==> src/core/extender_regs.svh <==
// Timing and counter-width constants for the two-wire extender holdoff controllers.
`ifndef EXTENDER_REGS_SVH
`define EXTENDER_REGS_SVH
`define CLK_PERIOD_PS      32'd8000
`define DRIVE_TIME_PS      32'd1750000
`define HOLDOFF_TIME_PS    32'd2500000
`define DRIVE_CYCLES       ((`DRIVE_TIME_PS) / (`CLK_PERIOD_PS))
`define HOLDOFF_CYCLES     ((`HOLDOFF_TIME_PS) / (`CLK_PERIOD_PS))
`define CNT_WIDTH          9
`endif

==> src/core/extender_pkg.sv <==
// Types shared by the two-wire extender controllers.
`default_nettype none
package extender_pkg;
  typedef enum logic [2:0] {
    ST_IDLE_HIGH = 3'b000,
    ST_FALL_HOLD = 3'b001,
    ST_LOW_SENSE = 3'b010,
    ST_RISE_HOLD = 3'b011,
    ST_HIGH_WAIT = 3'b100
  } hold_state_t;
endpackage
`default_nettype wire

==> src/core/line_holdoff_fsm.sv <==
// One per-line holdoff state machine for the cable extender.
`timescale 1ns/100ps
`default_nettype none
`include "extender_regs.svh"
module line_holdoff_fsm #(
  parameter bit          IS_DATA       = 1'b0,
  parameter int unsigned CNT_W         = `CNT_WIDTH,
  parameter int unsigned DRIVE_CYCLES  = `DRIVE_CYCLES,
  parameter int unsigned HOLD_CYCLES   = `HOLDOFF_CYCLES
) (
  input  wire logic mclk,
  input  wire logic rst,
  input  wire logic driver_enable_in,
  input  wire logic series_mode,
  input  wire logic cable_below_fall,
  input  wire logic disp_below_fall,
  input  wire logic cable_above_release,
  input  wire logic disp_above_release,
  input  wire logic cable_above_high,
  input  wire logic disp_above_high,
  input  wire logic cable_below_exit,
  input  wire logic disp_below_exit,
  output logic      cable_pulldown,
  output logic      cable_pullup,
  output logic      disp_pulldown,
  output logic      cable_clamp,
  output logic      disp_clamp,
  output logic      cable_term_en,
  output logic      sense_en,
  output extender_pkg::hold_state_t state
);
  extender_pkg::hold_state_t state_r;
  extender_pkg::hold_state_t state_nxt;
  logic [CNT_W-1:0] cnt_r;
  logic             hold_done;
  logic             drive_phase;
  logic             series_r;

  assign hold_done   = (cnt_r == CNT_W'(HOLD_CYCLES - 1));
  assign drive_phase = (cnt_r < CNT_W'(DRIVE_CYCLES));
  assign state       = state_r;

  always_comb
  begin
    state_nxt = state_r;
    case (state_r)
      extender_pkg::ST_IDLE_HIGH:
        if (cable_below_fall || disp_below_fall)
          state_nxt = extender_pkg::ST_FALL_HOLD;
      extender_pkg::ST_FALL_HOLD:
        if (hold_done)
          state_nxt = extender_pkg::ST_LOW_SENSE;
      extender_pkg::ST_LOW_SENSE:
        if (cable_above_release && disp_above_release)
          state_nxt = extender_pkg::ST_RISE_HOLD;
      extender_pkg::ST_RISE_HOLD:
        if (hold_done)
          state_nxt = extender_pkg::ST_HIGH_WAIT;
      extender_pkg::ST_HIGH_WAIT:
        if ((cable_above_high && disp_above_high) || (IS_DATA && (cable_below_exit || disp_below_exit)))
          state_nxt = extender_pkg::ST_IDLE_HIGH;
      default:
        state_nxt = extender_pkg::ST_IDLE_HIGH;
    endcase
  end

  // Disabled controllers idle high so re-enable starts from a clean state.
  always_ff @(posedge mclk)
  begin
    if (rst || !driver_enable_in)
      state_r <= extender_pkg::ST_IDLE_HIGH;
    else
      state_r <= state_nxt;
  end

  always_ff @(posedge mclk)
  begin
    if (rst || state_nxt != state_r)
      cnt_r <= '0;
    else if (!hold_done)
      cnt_r <= cnt_r + CNT_W'(1);
  end

  // Mode is registered per cycle; a change mid-hold takes effect one cycle later.
  always_ff @(posedge mclk)
  begin
    if (rst)
      series_r <= 1'b0;
    else
      series_r <= series_mode;
  end

  logic fall_hold;
  logic rise_hold;
  assign fall_hold = (state_r == extender_pkg::ST_FALL_HOLD);
  assign rise_hold = (state_r == extender_pkg::ST_RISE_HOLD);

  always_comb
  begin
    cable_pulldown = driver_enable_in && fall_hold && drive_phase;
    disp_pulldown  = cable_pulldown;
    cable_pullup   = driver_enable_in && rise_hold && drive_phase;
    cable_term_en  = driver_enable_in && (fall_hold || rise_hold) && drive_phase;
    cable_clamp    = driver_enable_in && series_r &&
                     ((fall_hold && !drive_phase) ||
                      (state_r == extender_pkg::ST_LOW_SENSE && cable_above_release && !disp_above_release));
    disp_clamp     = driver_enable_in && series_r &&
                     ((fall_hold && !drive_phase) ||
                      (state_r == extender_pkg::ST_LOW_SENSE && disp_above_release && !cable_above_release));
    sense_en       = (state_r == extender_pkg::ST_IDLE_HIGH) || (state_r == extender_pkg::ST_LOW_SENSE) ||
                     (state_r == extender_pkg::ST_HIGH_WAIT);
  end

  hold_len_a: assert property (@(posedge mclk) disable iff (rst || !driver_enable_in)
    $rose(state_r == extender_pkg::ST_FALL_HOLD) |-> (state_r == extender_pkg::ST_FALL_HOLD)[*8])
    else $error("fall holdoff ended too early");
endmodule // line_holdoff_fsm
`default_nettype wire

==> src/core/twowire_extender_holdoff_ctrl.sv <==
// Top of the two-wire extender: clock and data holdoff controllers.
`timescale 1ns/100ps
`default_nettype none
`include "extender_regs.svh"
module twowire_extender_holdoff_ctrl #(
  parameter int unsigned DRIVE_CYCLES = `DRIVE_CYCLES,
  parameter int unsigned HOLD_CYCLES  = `HOLDOFF_CYCLES
) (
  input  wire logic       mclk,
  input  wire logic       rst,
  input  wire logic       driver_enable_in,
  input  wire logic       mode_parallel,
  input  wire logic [1:0] cable_below_fall,
  input  wire logic [1:0] disp_below_fall,
  input  wire logic [1:0] cable_above_release,
  input  wire logic [1:0] disp_above_release,
  input  wire logic [1:0] cable_above_high,
  input  wire logic [1:0] disp_above_high,
  input  wire logic [1:0] cable_below_exit,
  input  wire logic [1:0] disp_below_exit,
  output logic      [1:0] cable_pulldown,
  output logic      [1:0] cable_pullup,
  output logic      [1:0] disp_pulldown,
  output logic      [1:0] cable_clamp,
  output logic      [1:0] disp_clamp,
  output logic      [1:0] cable_term_en,
  output logic      [1:0] sense_en
);
  // Index 0 is the clock line, index 1 the data line.
  extender_pkg::hold_state_t st [2];
  logic series_mode;
  assign series_mode = !mode_parallel;

  for (genvar i = 0; i < 2; i++)
  begin : g_line
    line_holdoff_fsm #(
      .IS_DATA      (i == 1),
      .DRIVE_CYCLES (DRIVE_CYCLES),
      .HOLD_CYCLES  (HOLD_CYCLES)
    ) u_fsm (
      .mclk                (mclk),
      .rst                 (rst),
      .driver_enable_in    (driver_enable_in),
      .series_mode         (series_mode),
      .cable_below_fall    (cable_below_fall[i]),
      .disp_below_fall     (disp_below_fall[i]),
      .cable_above_release (cable_above_release[i]),
      .disp_above_release  (disp_above_release[i]),
      .cable_above_high    (cable_above_high[i]),
      .disp_above_high     (disp_above_high[i]),
      .cable_below_exit    (cable_below_exit[i]),
      .disp_below_exit     (disp_below_exit[i]),
      .cable_pulldown      (cable_pulldown[i]),
      .cable_pullup        (cable_pullup[i]),
      .disp_pulldown       (disp_pulldown[i]),
      .cable_clamp         (cable_clamp[i]),
      .disp_clamp          (disp_clamp[i]),
      .cable_term_en       (cable_term_en[i]),
      .sense_en            (sense_en[i]),
      .state               (st[i])
    );
  end

  fall_start_a: assert property (@(posedge mclk) disable iff (rst)
    (driver_enable_in && st[0] == extender_pkg::ST_IDLE_HIGH && cable_below_fall[0])
      |=> (cable_pulldown[0] && disp_pulldown[0] || !driver_enable_in) && !sense_en[0])
    else $error("falling decision did not drive low");
  drive_off_a: assert property (@(posedge mclk) disable iff (rst)
    $fell(cable_pulldown[1]) && driver_enable_in |-> st[1] == extender_pkg::ST_FALL_HOLD)
    else $error("pulldown released outside holdoff");
  hold_blank_a: assert property (@(posedge mclk) disable iff (rst)
    (st[0] == extender_pkg::ST_FALL_HOLD || st[0] == extender_pkg::ST_RISE_HOLD) |-> !sense_en[0])
    else $error("sensing active during holdoff");
  low_sense_a: assert property (@(posedge mclk) disable iff (rst)
    st[1] == extender_pkg::ST_LOW_SENSE |-> sense_en[1] && !cable_pulldown[1] && !cable_pullup[1])
    else $error("low sense state drives");
  wired_and_a: assert property (@(posedge mclk) disable iff (rst)
    (st[0] == extender_pkg::ST_LOW_SENSE && !(cable_above_release[0] && disp_above_release[0]))
      |=> st[0] != extender_pkg::ST_RISE_HOLD)
    else $error("rose while one side low");
  rise_term_a: assert property (@(posedge mclk) disable iff (rst)
    cable_pullup[1] |-> cable_term_en[1] && !disp_pulldown[1])
    else $error("pullup without termination");
  clamp_mode_a: assert property (@(posedge mclk) disable iff (rst)
    (mode_parallel && $past(mode_parallel)) |-> cable_clamp == 2'b00)
    else $error("clamp in parallel mode");
  isolate_a: assert property (@(posedge mclk) disable iff (rst)
    !driver_enable_in |-> (cable_pulldown | cable_pullup | disp_pulldown | cable_clamp | disp_clamp) == 2'b00)
    else $error("drivers on while disabled");
  clk_exit_a: assert property (@(posedge mclk) disable iff (rst)
    (driver_enable_in && st[0] == extender_pkg::ST_HIGH_WAIT && !(cable_above_high[0] && disp_above_high[0]))
      |=> st[0] == extender_pkg::ST_HIGH_WAIT)
    else $error("clock left high wait early");

  data_exit_a: assert property (@(posedge mclk) disable iff (rst)
    (driver_enable_in && st[1] == extender_pkg::ST_HIGH_WAIT && (cable_below_exit[1] || disp_below_exit[1]))
      |=> st[1] == extender_pkg::ST_IDLE_HIGH)
    else $error("data did not leave high wait on low level");

  // Interval checkers count the driver and blanking windows from the pins themselves.
  // A fault in the controller's own counter therefore cannot hide behind the same arithmetic.
  for (genvar i = 0; i < 2; i++)
  begin : g_chk
    logic [15:0] drive_len_r;
    logic [15:0] blank_len_r;
    logic        series_seen;

    assign series_seen = !mode_parallel && driver_enable_in;

    always_ff @(posedge mclk)
    begin
      if (rst || !(cable_pulldown[i] || cable_pullup[i]))
        drive_len_r <= 16'h0000;
      else
        drive_len_r <= drive_len_r + 16'h0001;
    end

    always_ff @(posedge mclk)
    begin
      if (rst || sense_en[i])
        blank_len_r <= 16'h0000;
      else
        blank_len_r <= blank_len_r + 16'h0001;
    end

    pd_len_a: assert property (@(posedge mclk) disable iff (rst)
      ($fell(cable_pulldown[i]) && driver_enable_in)
        |-> drive_len_r == DRIVE_CYCLES)
      else $error("pulldown window has the wrong length");

    pu_len_a: assert property (@(posedge mclk) disable iff (rst)
      ($fell(cable_pullup[i]) && driver_enable_in)
        |-> drive_len_r == DRIVE_CYCLES)
      else $error("pullup window has the wrong length");

    blank_len_a: assert property (@(posedge mclk) disable iff (rst)
      ($rose(sense_en[i]) && driver_enable_in && $past(driver_enable_in) && !$past(rst))
        |-> blank_len_r == HOLD_CYCLES)
      else $error("holdoff has the wrong length");

    term_win_a: assert property (@(posedge mclk) disable iff (rst)
      cable_term_en[i]
        |-> cable_pulldown[i] || cable_pullup[i])
      else $error("termination outside the drive window");

    idle_quiet_a: assert property (@(posedge mclk) disable iff (rst)
      st[i] == extender_pkg::ST_IDLE_HIGH
        |-> sense_en[i] && !(cable_pulldown[i] || cable_pullup[i] || disp_pulldown[i] || cable_term_en[i]))
      else $error("idle line drives or does not sense");

    high_hold_a: assert property (@(posedge mclk) disable iff (rst)
      st[i] == extender_pkg::ST_RISE_HOLD
        |-> !sense_en[i] && !disp_pulldown[i] && !cable_clamp[i] && !disp_clamp[i])
      else $error("high holdoff drives low or senses");

    rise_take_a: assert property (@(posedge mclk) disable iff (rst)
      (driver_enable_in && st[i] == extender_pkg::ST_LOW_SENSE && cable_above_release[i] && disp_above_release[i])
        |=> st[i] == extender_pkg::ST_RISE_HOLD)
      else $error("release of both sides not taken");

    high_exit_a: assert property (@(posedge mclk) disable iff (rst)
      (driver_enable_in && st[i] == extender_pkg::ST_HIGH_WAIT && cable_above_high[i] && disp_above_high[i])
        |=> st[i] == extender_pkg::ST_IDLE_HIGH)
      else $error("high wait not left with both levels high");

    fall_take_a: assert property (@(posedge mclk) disable iff (rst)
      (driver_enable_in && st[i] == extender_pkg::ST_IDLE_HIGH && disp_below_fall[i])
        |=> st[i] == extender_pkg::ST_FALL_HOLD)
      else $error("display side fall not taken");

    cable_side_a: assert property (@(posedge mclk) disable iff (rst)
      (series_seen && $past(series_seen) && st[i] == extender_pkg::ST_LOW_SENSE &&
       cable_above_release[i] && !disp_above_release[i])
        |-> cable_clamp[i] && !disp_clamp[i])
      else $error("released cable side not clamped");

    disp_side_a: assert property (@(posedge mclk) disable iff (rst)
      (series_seen && $past(series_seen) && st[i] == extender_pkg::ST_LOW_SENSE &&
       disp_above_release[i] && !cable_above_release[i])
        |-> disp_clamp[i] && !cable_clamp[i])
      else $error("released display side not clamped");

    low_clamp_a: assert property (@(posedge mclk) disable iff (rst)
      (series_seen && $past(series_seen) && st[i] == extender_pkg::ST_FALL_HOLD && !cable_pulldown[i])
        |-> cable_clamp[i] && disp_clamp[i])
      else $error("low holdoff not clamped in series mode");

    par_clamp_a: assert property (@(posedge mclk) disable iff (rst)
      (mode_parallel && $past(mode_parallel))
        |-> !disp_clamp[i])
      else $error("display clamp in parallel mode");

    fall_block_a: assert property (@(posedge mclk) disable iff (rst)
      (driver_enable_in && st[i] == extender_pkg::ST_FALL_HOLD && !sense_en[i] && blank_len_r < 16'h0002)
        |=> st[i] == extender_pkg::ST_FALL_HOLD || !driver_enable_in)
      else $error("fall holdoff left at once");

    en_idle_a: assert property (@(posedge mclk) disable iff (rst)
      !driver_enable_in
        |=> st[i] == extender_pkg::ST_IDLE_HIGH)
      else $error("disabled line not forced idle");
  end
endmodule // twowire_extender_holdoff_ctrl
`default_nettype wire

==> config.mk <==
export PLATFORM = sky130hd
export DESIGN_NAME = twowire_extender_holdoff_ctrl
export DESIGN_NICKNAME = d
export VERILOG_FILES = /design/src/core/extender_pkg.sv /design/src/core/line_holdoff_fsm.sv /design/src/core/twowire_extender_holdoff_ctrl.sv
export VERILOG_INCLUDE_DIRS = /design/src /design/src/core
export SDC_FILE = /design/constraint.sdc
export NUM_CORES = 1
export LEC_CHECK = 0
export ABC_AREA = 1
export BUFFER_PORTS_ARGS = -buffer_cell sky130_fd_sc_hd__buf_2
export CAP_MARGIN = 10
export CORE_MARGIN = 2
export CORE_UTILIZATION = 25
export CTS_BUF_LIST = sky130_fd_sc_hd__clkbuf_8 sky130_fd_sc_hd__clkbuf_16
export DETAILED_ROUTE_END_ITERATION = 16
export GPL_TIMING_DRIVEN = 0
export PLACE_DENSITY = 0.52
export RECOVER_POWER = 50
export SETUP_SLACK_MARGIN = 0.4
export SYNTH_ARGS = -nofsm -noshare
export SYNTH_HDL_FRONTEND = slang
export SYNTH_SLANG_ARGS = --single-unit
==> constraint.sdc <==
create_clock -name mclk -period 1.7 [get_ports mclk]
set_input_delay 0.255 -clock mclk [delete_from_list [all_inputs] [get_ports mclk]]
set_output_delay 0.255 -clock mclk [all_outputs]
set_load 0.01 [all_outputs]
==> results of run 1 <==
[cell type report]
class | instances | area, um^2
Multi-Input combinational cell | 173 | 1150
Clock inverter | 1 | 7.51
Tap cell | 80 | 100
Inverter | 44 | 170
Fill cell | 697 | 4130
Buffer | 15 | 120
Clock buffer | 3 | 41.3
Timing Repair Buffer | 58 | 482
Sequential cell | 25 | 557
[path summary, 6_finish.rpt]
kind	from	to	slack (ps)	depth (start not counted)
setup reg to reg	g_line[1].u_fsm.state[1]$_SDFF_PP0_	g_line[1].u_fsm.cnt_r[0]$_SDFFE_PP0N_	150	9
setup / recovery	g_line[1].u_fsm.cnt_r[4]$_SDFFE_PP0N_	cable_pullup[1]	-20	9
hold / removal	mode_parallel	g_line[0].u_fsm.series_r$_SDFF_PP0_	120	2
hold reg to reg	g_line[0].u_fsm.cnt_r[1]$_SDFFE_PP0N_	g_line[0].u_fsm.cnt_r[1]$_SDFFE_PP0N_	580	4
[where the power goes]
| group | switching (mW) | leakage (nW) | total [mW] | internal (mW) |
|---|---|---|---|---|
| Combinational | 0.0892 | 0.872 | 0.166 | 0.0772 |
| Sequential | 0.0127 | 0.216 | 0.591 | 0.578 |
| Clock | 0.207 | 0.0217 | 0.374 | 0.167 |
[cell usage in the layout (no fill, tap or decap), types with 5 or more instances in the layout]
cell type   n
a21oi_2     7
buf_2      16
buf_4      30
buf_6      26
dfxtp_2     9
dfxtp_4    12
inv_1      25
inv_2      17
nand2_1    46
nand2_2     7
nand3_1    16
nor2_1     18
nor2_2     27
nor3_1      5
xor2_1     12
[repair_timing]
| item | CTS | global route |
|---|---|---|
| setup endpoints to repair | 37 | 37 |
| setup buffers | 18 | 9 |
| resized for setup | 80 | 39 |
| cloned | 2 | 0 |
| endpoints found under the hold margin | 0 | 0 |
| pin swaps | 33 | 28 |
[cells by family after synthesis]
logic type | synth area share [%]
AO/OA/AOI/OAI | 6.15
AND/OR/NAND/NOR | 40.3
adder cells (fa/ha/maj) | 1.45
flip-flops | 28.9
buffers and inverters | 16.1
XOR/XNOR | 7.09
[flip-flops by register name (all words and copies together), names as in the netlist]
register,cells
g_line.u_fsm.cnt_r,18
g_line.u_fsm.state,6
g_line.u_fsm.series_r,1
[layer usage]
| layer | vias to the layer above | share of wire [%] |
|---|---|---|
| met5 | - | 0 |
| met4 | 0 | 0 |
| met3 | 0 | 2.1 |
| met2 | 13 | 53 |
| met1 | 805 | 45 |
| li1 | 909 | - |
==> run summary, run 1 <==
Outcome: complete, but fails checks
Most used DFF post-synth: dfxtp_1
Met1 Usage GRT: 12.9%
Design Area, Final: 0.00263 mm^2
Cells after DPL: 366
Post-Place Cell Area: 0.00199 mm^2
Final worst slack: -19.4 ps
WL final: 4.29 mm
Req. time, crit path: 1440 ps
Final worst-path cycle share: 101%
Worst vdd ir: 0.000311 V
H-tree Lvls: 1
CP cell instances: nand2_4 -> inv_2 -> o21ai_2 -> o21ai_2 -> nor2_1 -> nand2_1 -> nor2_1 -> buf_4 -> buf_6
Port buffer count: 31
Critical Path End Type: output port
Leak Pwr: 1.11 nW
Worst Path Buf+Inv: 3
Top-count cell post-synth: nand2_1
Worst-path clk slew: 100 ps
Final TNS setup: -44.8 ps
Synth top area share: 28.9%
Max-Cap Viols: 0
Clock latency at the later pin of the worst-skew pair: 280 ps
Post-layout min period: 1720 ps
Initial Util: 25.6%
Critical-path top delay cell: dfxtp_2
Pin count of the biggest net entering global routing: 16
Clk buf depth: 2
N_diodes: 0
TritonCTS Buffers: 3
Hold buffer count at cts: 0
Antenna violations before repair: 0
Drt drc: 0
Syn nets: 277
CTS tree: done
Core Area: 0.00676 mm^2
YS warnings: 0
GPL Wtd Cong: 0.779
CP Max Fanout: 3
Die Area: 0.00760 mm^2
Family with the most delay on the worst path: flip-flops
Crit Path Class: reg -> out
Met2 usage: 20.0%
Mean Syn Cell Area: 6.78 um^2
Gr busiest metal: met2
Most instantiated cells after synthesis: nand2_1 (51), inv_1 (32), dfxtp_1 (25), nor2_1 (24), nor2_2 (20)
Via-per-instance ratio: 4.33
Die width: 87.2 um
Number of global-route vias before repair: 1633
Layout cells sized above 1: 56.7%
Power, Total: 1.13 mW
Root Buffer: clkbuf_8
Register area share after synthesis: 28.9%
Routed wire per std cell: 10.8 um
Async set-reset flop share out of synthesis: 0%
Pwr Density: 431 mW/mm^2
Final Net Count: 342
Rows: 30
Crit path DAT: 1460 ps
Final Util: 38.9%
Detailed-route via count: 1727
Failing checks: negative setup slack
DPL Wire Length: 2.66 mm
Ports: 34
Count of cell types in the netlist: 26
Pins Over Slew Limit: 0
GR Util met3: 2.65%
RSZ-0062 raised after global routing: true
Hold Fails Final Rpt: 0
DRT Pass-1 Iters: 5
First-pass GRT wire length: 6.74 mm
Clk sinks: 25
Worst hold margin: 117 ps
Die Y: 87.2 um
Worst Hold Class: in -> reg
Global-route usage over all layers: 10.9%
Final Non-Filler Cells: 399
Worst slew pin tran: 412 ps
Yosys top cell by area: dfxtp_1
Area of the mapped netlist: 0.00173 mm^2
Layout area overhead: 51.9%
EDFF count, synth: 0
Synthesized instance count: 255
Gr ovfl total: 0
Number of synthesized register bits: 25
Clock skew: 11.0 ps
Critical Path Max Stage Delay: 360 ps
Endpoints failing setup: 5
Largest cells by area after synthesis: dfxtp_1 (29%), nand2_1 (11%), nor2_2 (7.2%)
Max Fclk: 0.582 GHz
DR iter-0 viols: 41
Max-slew headroom: 72.3%
Critical path launch point type: flop
Pre-CTS WS: 129 ps
Detail Route Antenna Nets: 0
Power figures use the tool's default switching activity.
==> inputs of run 2 (changes only) <==
--- a/config.mk
+++ b/config.mk
@@ -14,6 +14,7 @@
 export CTS_BUF_LIST = sky130_fd_sc_hd__clkbuf_8 sky130_fd_sc_hd__clkbuf_16
 export DETAILED_ROUTE_END_ITERATION = 16
 export GPL_TIMING_DRIVEN = 0
+export HOLD_SLACK_MARGIN = 0.12
 export PLACE_DENSITY = 0.52
 export RECOVER_POWER = 50
 export SETUP_SLACK_MARGIN = 0.4
==> run 2 against run 1 <==
  * The flow still finishes with violations (negative setup slack)
  * Via count is 0.12% higher
  * Non-clock buffer count grew 1
  * Final cell count up 0.25%
  * Critical endpoint unchanged
  * Routed wire length increased by 0.12%
  * Clock skew unchanged
  * Largest power group unchanged
==> run summary, run 2 (synthesis results as in run 1) <==
Outcome: complete, but fails checks
Failing checks: negative setup slack
CTS tree: done
Worst slew pin tran: 412 ps (unchanged)
Layout area overhead: 52.5%
Worst hold margin: 147 ps (+29.7 ps)
Rows: 30 (unchanged)
Critical path launch point type: flop
Most frequent cells in the layout: nand2_1 (46), buf_4 (30), nor2_2 (27), buf_6 (26), inv_1 (25)
Core Area: 0.00676 mm^2 (unchanged)
Layout cells sized above 1: 56.9% (+0.14 points)
Die width: 87.2 um (unchanged)
Post-layout min period: 1720 ps (unchanged)
Ports: 34 (unchanged)
Req. time, crit path: 1440 ps (about the same)
Max-slew headroom: 72.3% (unchanged)
Drt drc: 0 (unchanged)
Final Net Count: 343 (+0.29%)
Detailed-route via count: 1729 (+0.12%)
Family with the most delay on the worst path: flip-flops
Worst vdd ir: 0.000311 V (unchanged)
TritonCTS Buffers: 3 (unchanged)
CP Max Fanout: 3 (unchanged)
Pin count of the biggest net entering global routing: 16 (unchanged)
Commonest non-fill, non-tap cell in the layout: nand2_1
First-pass GRT wire length: 6.74 mm (unchanged)
Root Buffer: clkbuf_8
Pre-CTS WS: 129 ps (unchanged)
DPL Wire Length: 2.66 mm (unchanged)
Critical Path End Type: output port
Largest register FFs: 18 (unchanged)
Routed wire per std cell: 10.7 um (-0.13%)
Hold Fails Final Rpt: 0 (unchanged)
Design Area, Final: 0.00264 mm^2 (+0.43%)
Pwr Density: 430 mW/mm^2 (-0.25%)
CP cell instances: nand2_4 -> inv_2 -> o21ai_2 -> o21ai_2 -> nor2_1 -> nand2_1 -> nor2_1 -> buf_4 -> buf_6
Max Fclk: 0.582 GHz (unchanged)
GPL Wtd Cong: 0.779 (unchanged)
Die Area: 0.00760 mm^2 (unchanged)
DRT Pass-1 Iters: 5 (unchanged)
Reg with most FFs: g_line.u_fsm.cnt_r
Crit Path Class: reg -> out
Clock skew: 11.0 ps (unchanged)
Worst Hold Class: in -> reg
Crit path DAT: 1460 ps (about the same)
Port buffer count: 31 (unchanged)
Critical-path top delay cell: dfxtp_2
Leak Pwr: 1.12 nW (+0.62%)
WL final: 4.30 mm (+0.12%)
Die Y: 87.2 um (unchanged)
Reg2Reg Setup Slack: 150 ps (about the same)
Clock latency at the later pin of the worst-skew pair: 280 ps (about the same)
Max-Cap Viols: 0 (unchanged)
Global-route usage over all layers: 10.9% (unchanged)
Worst Path Buf+Inv: 3 (unchanged)
Pins Over Slew Limit: 0 (unchanged)
Via-per-instance ratio: 4.32 (-0.13%)
Final Util: 39.0% (+0.17 points)
Gr ovfl total: 0 (unchanged)
Final worst slack: -19.4 ps (unchanged)
Post-Place Cell Area: 0.00199 mm^2 (unchanged)
Clk sinks: 25 (unchanged)
DR iter-0 viols: 39 (-4.9%)
Fill cell count: 696 (-0.14%)
Initial Util: 25.6% (unchanged)
Clk buf depth: 2 (unchanged)
Final TNS setup: -44.8 ps (unchanged)
Detail Route Antenna Nets: 0 (unchanged)
Endpoints failing setup: 5 (unchanged)
Final worst-path cycle share: 101% (unchanged)
Antenna violations before repair: 0 (unchanged)
RSZ-0062 raised after global routing: true
H-tree Lvls: 1 (unchanged)
N_diodes: 0 (unchanged)
Number of global-route vias before repair: 1633 (unchanged)
Critical Path Max Stage Delay: 360 ps (about the same)
Worst-path clk slew: 100 ps (about the same)
==> run 2: timing repair <==
| action | CTS | global route |
|---|---|---|
| hold buffers | 1 | 0 |
| gates resized for setup | 80 | 39 |
| setup buffers | 18 | 9 |
| setup endpoints to repair | 37 | 37 |
| pin swaps | 33 | 28 |
| gates cloned | 2 | 0 |
| hold endpoints to repair | 1 | 0 |
==> run 2: path summary, 6_finish.rpt <==
check / start / end / depth (start not counted)
worst max-delay path: g_line[1].u_fsm.cnt_r[4]$_SDFFE_PP0N_ / cable_pullup[1] / 9
worst min-delay path: rst / g_line[0].u_fsm.series_r$_SDFF_PP0_ / 2
worst max register to register: g_line[1].u_fsm.state[1]$_SDFF_PP0_ / g_line[1].u_fsm.cnt_r[0]$_SDFFE_PP0N_ / 9
worst min register to register: g_line[0].u_fsm.cnt_r[1]$_SDFFE_PP0N_ / g_line[0].u_fsm.cnt_r[1]$_SDFFE_PP0N_ / 4
==> run 2: worst register-to-register path: cells and delay by family (launching register included) <==
family	cells	cell delay (ps)
compound gates	1	80
buf+inv	4	520
flops	1	330
simple gates	4	550
==> run 2: stage by stage <==
step	cells	power (mW)
2_1_floorplan	255	0.702
3_3_place_gp	366	0.747
3_5_place_dp	366	0.747
4_1_cts	391	1.15
5_1_grt	400	1.20
6_report	400	1.13
==> run 2: layout make-up <==
type / instances / area, um^2 / area share [%]
inverters: 44 / 170 / 6.45
repair buffers: 59 / 493 / 18.7
flip-flops and latches: 25 / 557 / 21.1
well taps: 80 / 100 / 3.80
multi-input cells: 173 / 1150 / 43.5
plain buffers: 15 / 120 / 4.55
clock inverters: 1 / 7.51 / 0.285
clock buffers: 3 / 41.3 / 1.57
==> run 2: routing by layer <==
metal  vias to the layer above  GRT usage (%)  routed length (um)
li1                        911              -                   -
met1                       805           12.9                1940
met2                        13           20.0                2270
met3                         0           2.65                  92
met4                         0           1.82                   0
met5                         -              0                   0
==> run 2: power by group <==
group,internal (mW),switching [mW],total [mW],leakage (nW)
logic,0.0790,0.0894,0.168,0.879
registers,0.578,0.0127,0.591,0.216
clock network,0.167,0.207,0.374,0.0217
==> inputs of run 3 (changes only) <==
--- a/config.mk
+++ b/config.mk
@@ -18,6 +18,8 @@
 export PLACE_DENSITY = 0.52
 export RECOVER_POWER = 50
 export SETUP_SLACK_MARGIN = 0.4
+export SKIP_LAST_GASP = 1
 export SYNTH_ARGS = -nofsm -noshare
 export SYNTH_HDL_FRONTEND = slang
 export SYNTH_SLANG_ARGS = --single-unit
+export TNS_END_PERCENT = 1
==> run 3 against run 2 <==
  * The run still ends with negative setup slack left
  * First-iteration DRC count decreased by 2.6%
  * Sequential share of layout area increased by 2.8 points
  * Setup slack got worse by 29 ps
  * Fmax decreased by 1.7%
  * Critical endpoint is now disp_pulldown[0]
  * Largest power group unchanged
==> run summary, run 3 (synthesis results as in run 1) <==
Drt drc: 0 (unchanged)
Clock latency at the later pin of the worst-skew pair: 270 ps (about the same)
Rows: 30 (unchanged)
N_diodes: 0 (unchanged)
Fill cell count: 756 (+8.6%)
Clk buf depth: 2 (unchanged)
Worst slew pin tran: 305 ps (-108 ps)
Number of global-route vias before repair: 1498 (-8.3%)
Outcome: complete, but fails checks
Max-slew headroom: 79.6% (+7.3 points)
Core Area: 0.00676 mm^2 (unchanged)
Detail Route Antenna Nets: 0 (unchanged)
Post-Place Cell Area: 0.00199 mm^2 (unchanged)
Multi-input logic area: 981 um^2 (-15%)
First-pass GRT wire length: 6.30 mm (-6.6%)
Via-per-instance ratio: 4.21 (-2.7%)
Pint: 0.814 mW (-1.2%)
Layout cells sized above 1: 43.9% (-13 points)
Crit Path Class: reg -> out
RSZ-0062 raised after global routing: true
Detailed-route via count: 1619 (-6.4%)
Die Y: 87.2 um (unchanged)
Worst-path clk slew: 100 ps (about the same)
Switching share of total power: 26.2% (-1.1 points)
NetSw: 0.289 mW (-6.7%)
Commonest non-fill, non-tap cell in the layout: nand2_1
Worst Hold Class: in -> reg
Routed wire per std cell: 9.39 um (-13%)
Final Net Count: 328 (-4.4%)
Seq. cell area: 528 um^2 (-5.2%)
Die width: 87.2 um (unchanged)
Clk sinks: 25 (unchanged)
Critical path launch point type: flop
Gr ovfl total: 0 (unchanged)
Root Buffer: clkbuf_8
Design Area, Final: 0.00221 mm^2 (-16%)
Global-route usage over all layers: 10.1% (-0.74 points)
Max-Cap Viols: 0 (unchanged)
Leak Pwr: 0.973 nW (-13%)
Worst vdd ir: 0.000296 V (-5.0%)
DRT Pass-1 Iters: 4 (-1)
H-tree Lvls: 1 (unchanged)
CTS tree: done
Hold Fails Final Rpt: 0 (unchanged)
Largest register FFs: 18 (unchanged)
DR iter-0 viols: 38 (-2.6%)
Pwr Density: 499 mW/mm^2 (+16%)
Most frequent cells in the layout: nand2_1 (49), inv_1 (32), buf_2 (31), buf_4 (28), nor2_1 (23)
Crit path DAT: 1490 ps (+30 ps)
Final worst slack: -48.7 ps (-29.3 ps)
Power, Total: 1.10 mW (-2.7%)
Failing checks: negative setup slack
DPL Wire Length: 2.66 mm (unchanged)
Initial Util: 25.6% (unchanged)
Pins Over Slew Limit: 0 (unchanged)
Critical Path End Type: output port
Clk pwr share: 33.7% (+0.7 points)
Req. time, crit path: 1440 ps (about the same)
Layout area overhead: 27.8%
Endpoints failing setup: 12 (+7)
Sequential power share: 54.4% (+2.3 points)
WL final: 3.62 mm (-16%)
Clock skew: 9.09 ps (-1.88 ps)
TritonCTS Buffers: 3 (unchanged)
CP Max Fanout: 5 (+2)
Final worst-path cycle share: 103% (+1.7 points)
Reg with most FFs: g_line.u_fsm.cnt_r
Post-layout min period: 1750 ps (+29.3 ps)
Ports: 34 (unchanged)
Port buffer count: 31 (unchanged)
GPL Wtd Cong: 0.779 (unchanged)
Comb pwr share: 12.0% (-2.9 points)
Pin count of the biggest net entering global routing: 16 (unchanged)
Die Area: 0.00760 mm^2 (unchanged)
Max Fclk: 0.572 GHz (-1.7%)
Antenna violations before repair: 0 (unchanged)
## run 3: cell count changes in the layout (fill, tap and decap cells not counted), moves of 7 or more
cell,change
buf_6,-25
buf_2,+14
dfxtp_4,-9
inv_1,+7
## run 3: worst max-delay path, stage by stage, from the launching register on
cell,delay (ps)
dfxtp_2,360
a31oi_1,200
o21ai_2,100
nor2_1,100
nand2_1,110
nor2_2,120
buf_4,110
buf_2,110
## run 3: cell type report
type                    instances  area share, %
clock buffers                   3           1.87
repair buffers                 46           12.2
inverters                      44           7.47
multi-input cells             171           44.4
plain buffers                  15           5.27
flip-flops and latches         25           23.9
clock inverters                 1          0.340
well taps                      80           4.53
## run 3: power groups by stage
stage	Combinational, mW	Sequential (mW)	Clock, mW
after floorplan	0.0871	0.615	0
after global placement	0.131	0.616	0
after detailed placement	0.131	0.617	0
after CTS	0.134	0.600	0.394
after global routing	0.150	0.601	0.416
final	0.132	0.600	0.371
## run 3: path summary, 6_finish.rpt
path	from	endpoint	slack, ps	depth (start not counted)
worst max-delay path	g_line[0].u_fsm.cnt_r[6]$_SDFFE_PP0N_	disp_pulldown[0]	-50	7
worst min-delay path	rst	g_line[0].u_fsm.series_r$_SDFF_PP0_	150	2
worst max register to register	g_line[0].u_fsm.cnt_r[1]$_SDFFE_PP0N_	g_line[0].u_fsm.cnt_r[3]$_SDFFE_PP0N_	200	7
worst min register to register	g_line[0].u_fsm.cnt_r[8]$_SDFFE_PP0N_	g_line[0].u_fsm.cnt_r[8]$_SDFFE_PP0N_	560	4
## run 3: timing repair
item,4_1_cts,5_1_grt
endpoints found under the setup margin,37,37
buffers inserted,14,0
cloned,0,0
endpoints found under the hold margin,1,0
pin swaps,13,1
hold buffers,1,0
gates resized for setup,28,2
## run 3: metal layers
| metal | vias to the layer above | track usage (%) | wire length [um] |
|---|---|---|---|
| met2 | 13 | 18.2 | 1750 |
| li1 | 876 | - | - |
| met1 | 730 | 12.7 | 1770 |
| met3 | 0 | 2.56 | 93 |
| met4 | 0 | 0.839 | 0 |
| met5 | - | 0 | 0 |
## run 3: per-stage QoR
step	hold WS (ps)	utilization (%)	TNS [ps]	instances	setup WS, ps
2_1_floorplan	322	-	0	255	402
4_1_cts	141	32.7	-353	385	-41.0
3_5_place_dp	418	29.4	0	366	129
6_report	148	32.7	-267	385	-48.7
3_3_place_gp	416	29.4	0	366	129
5_1_grt	139	32.7	-1830	385	-167
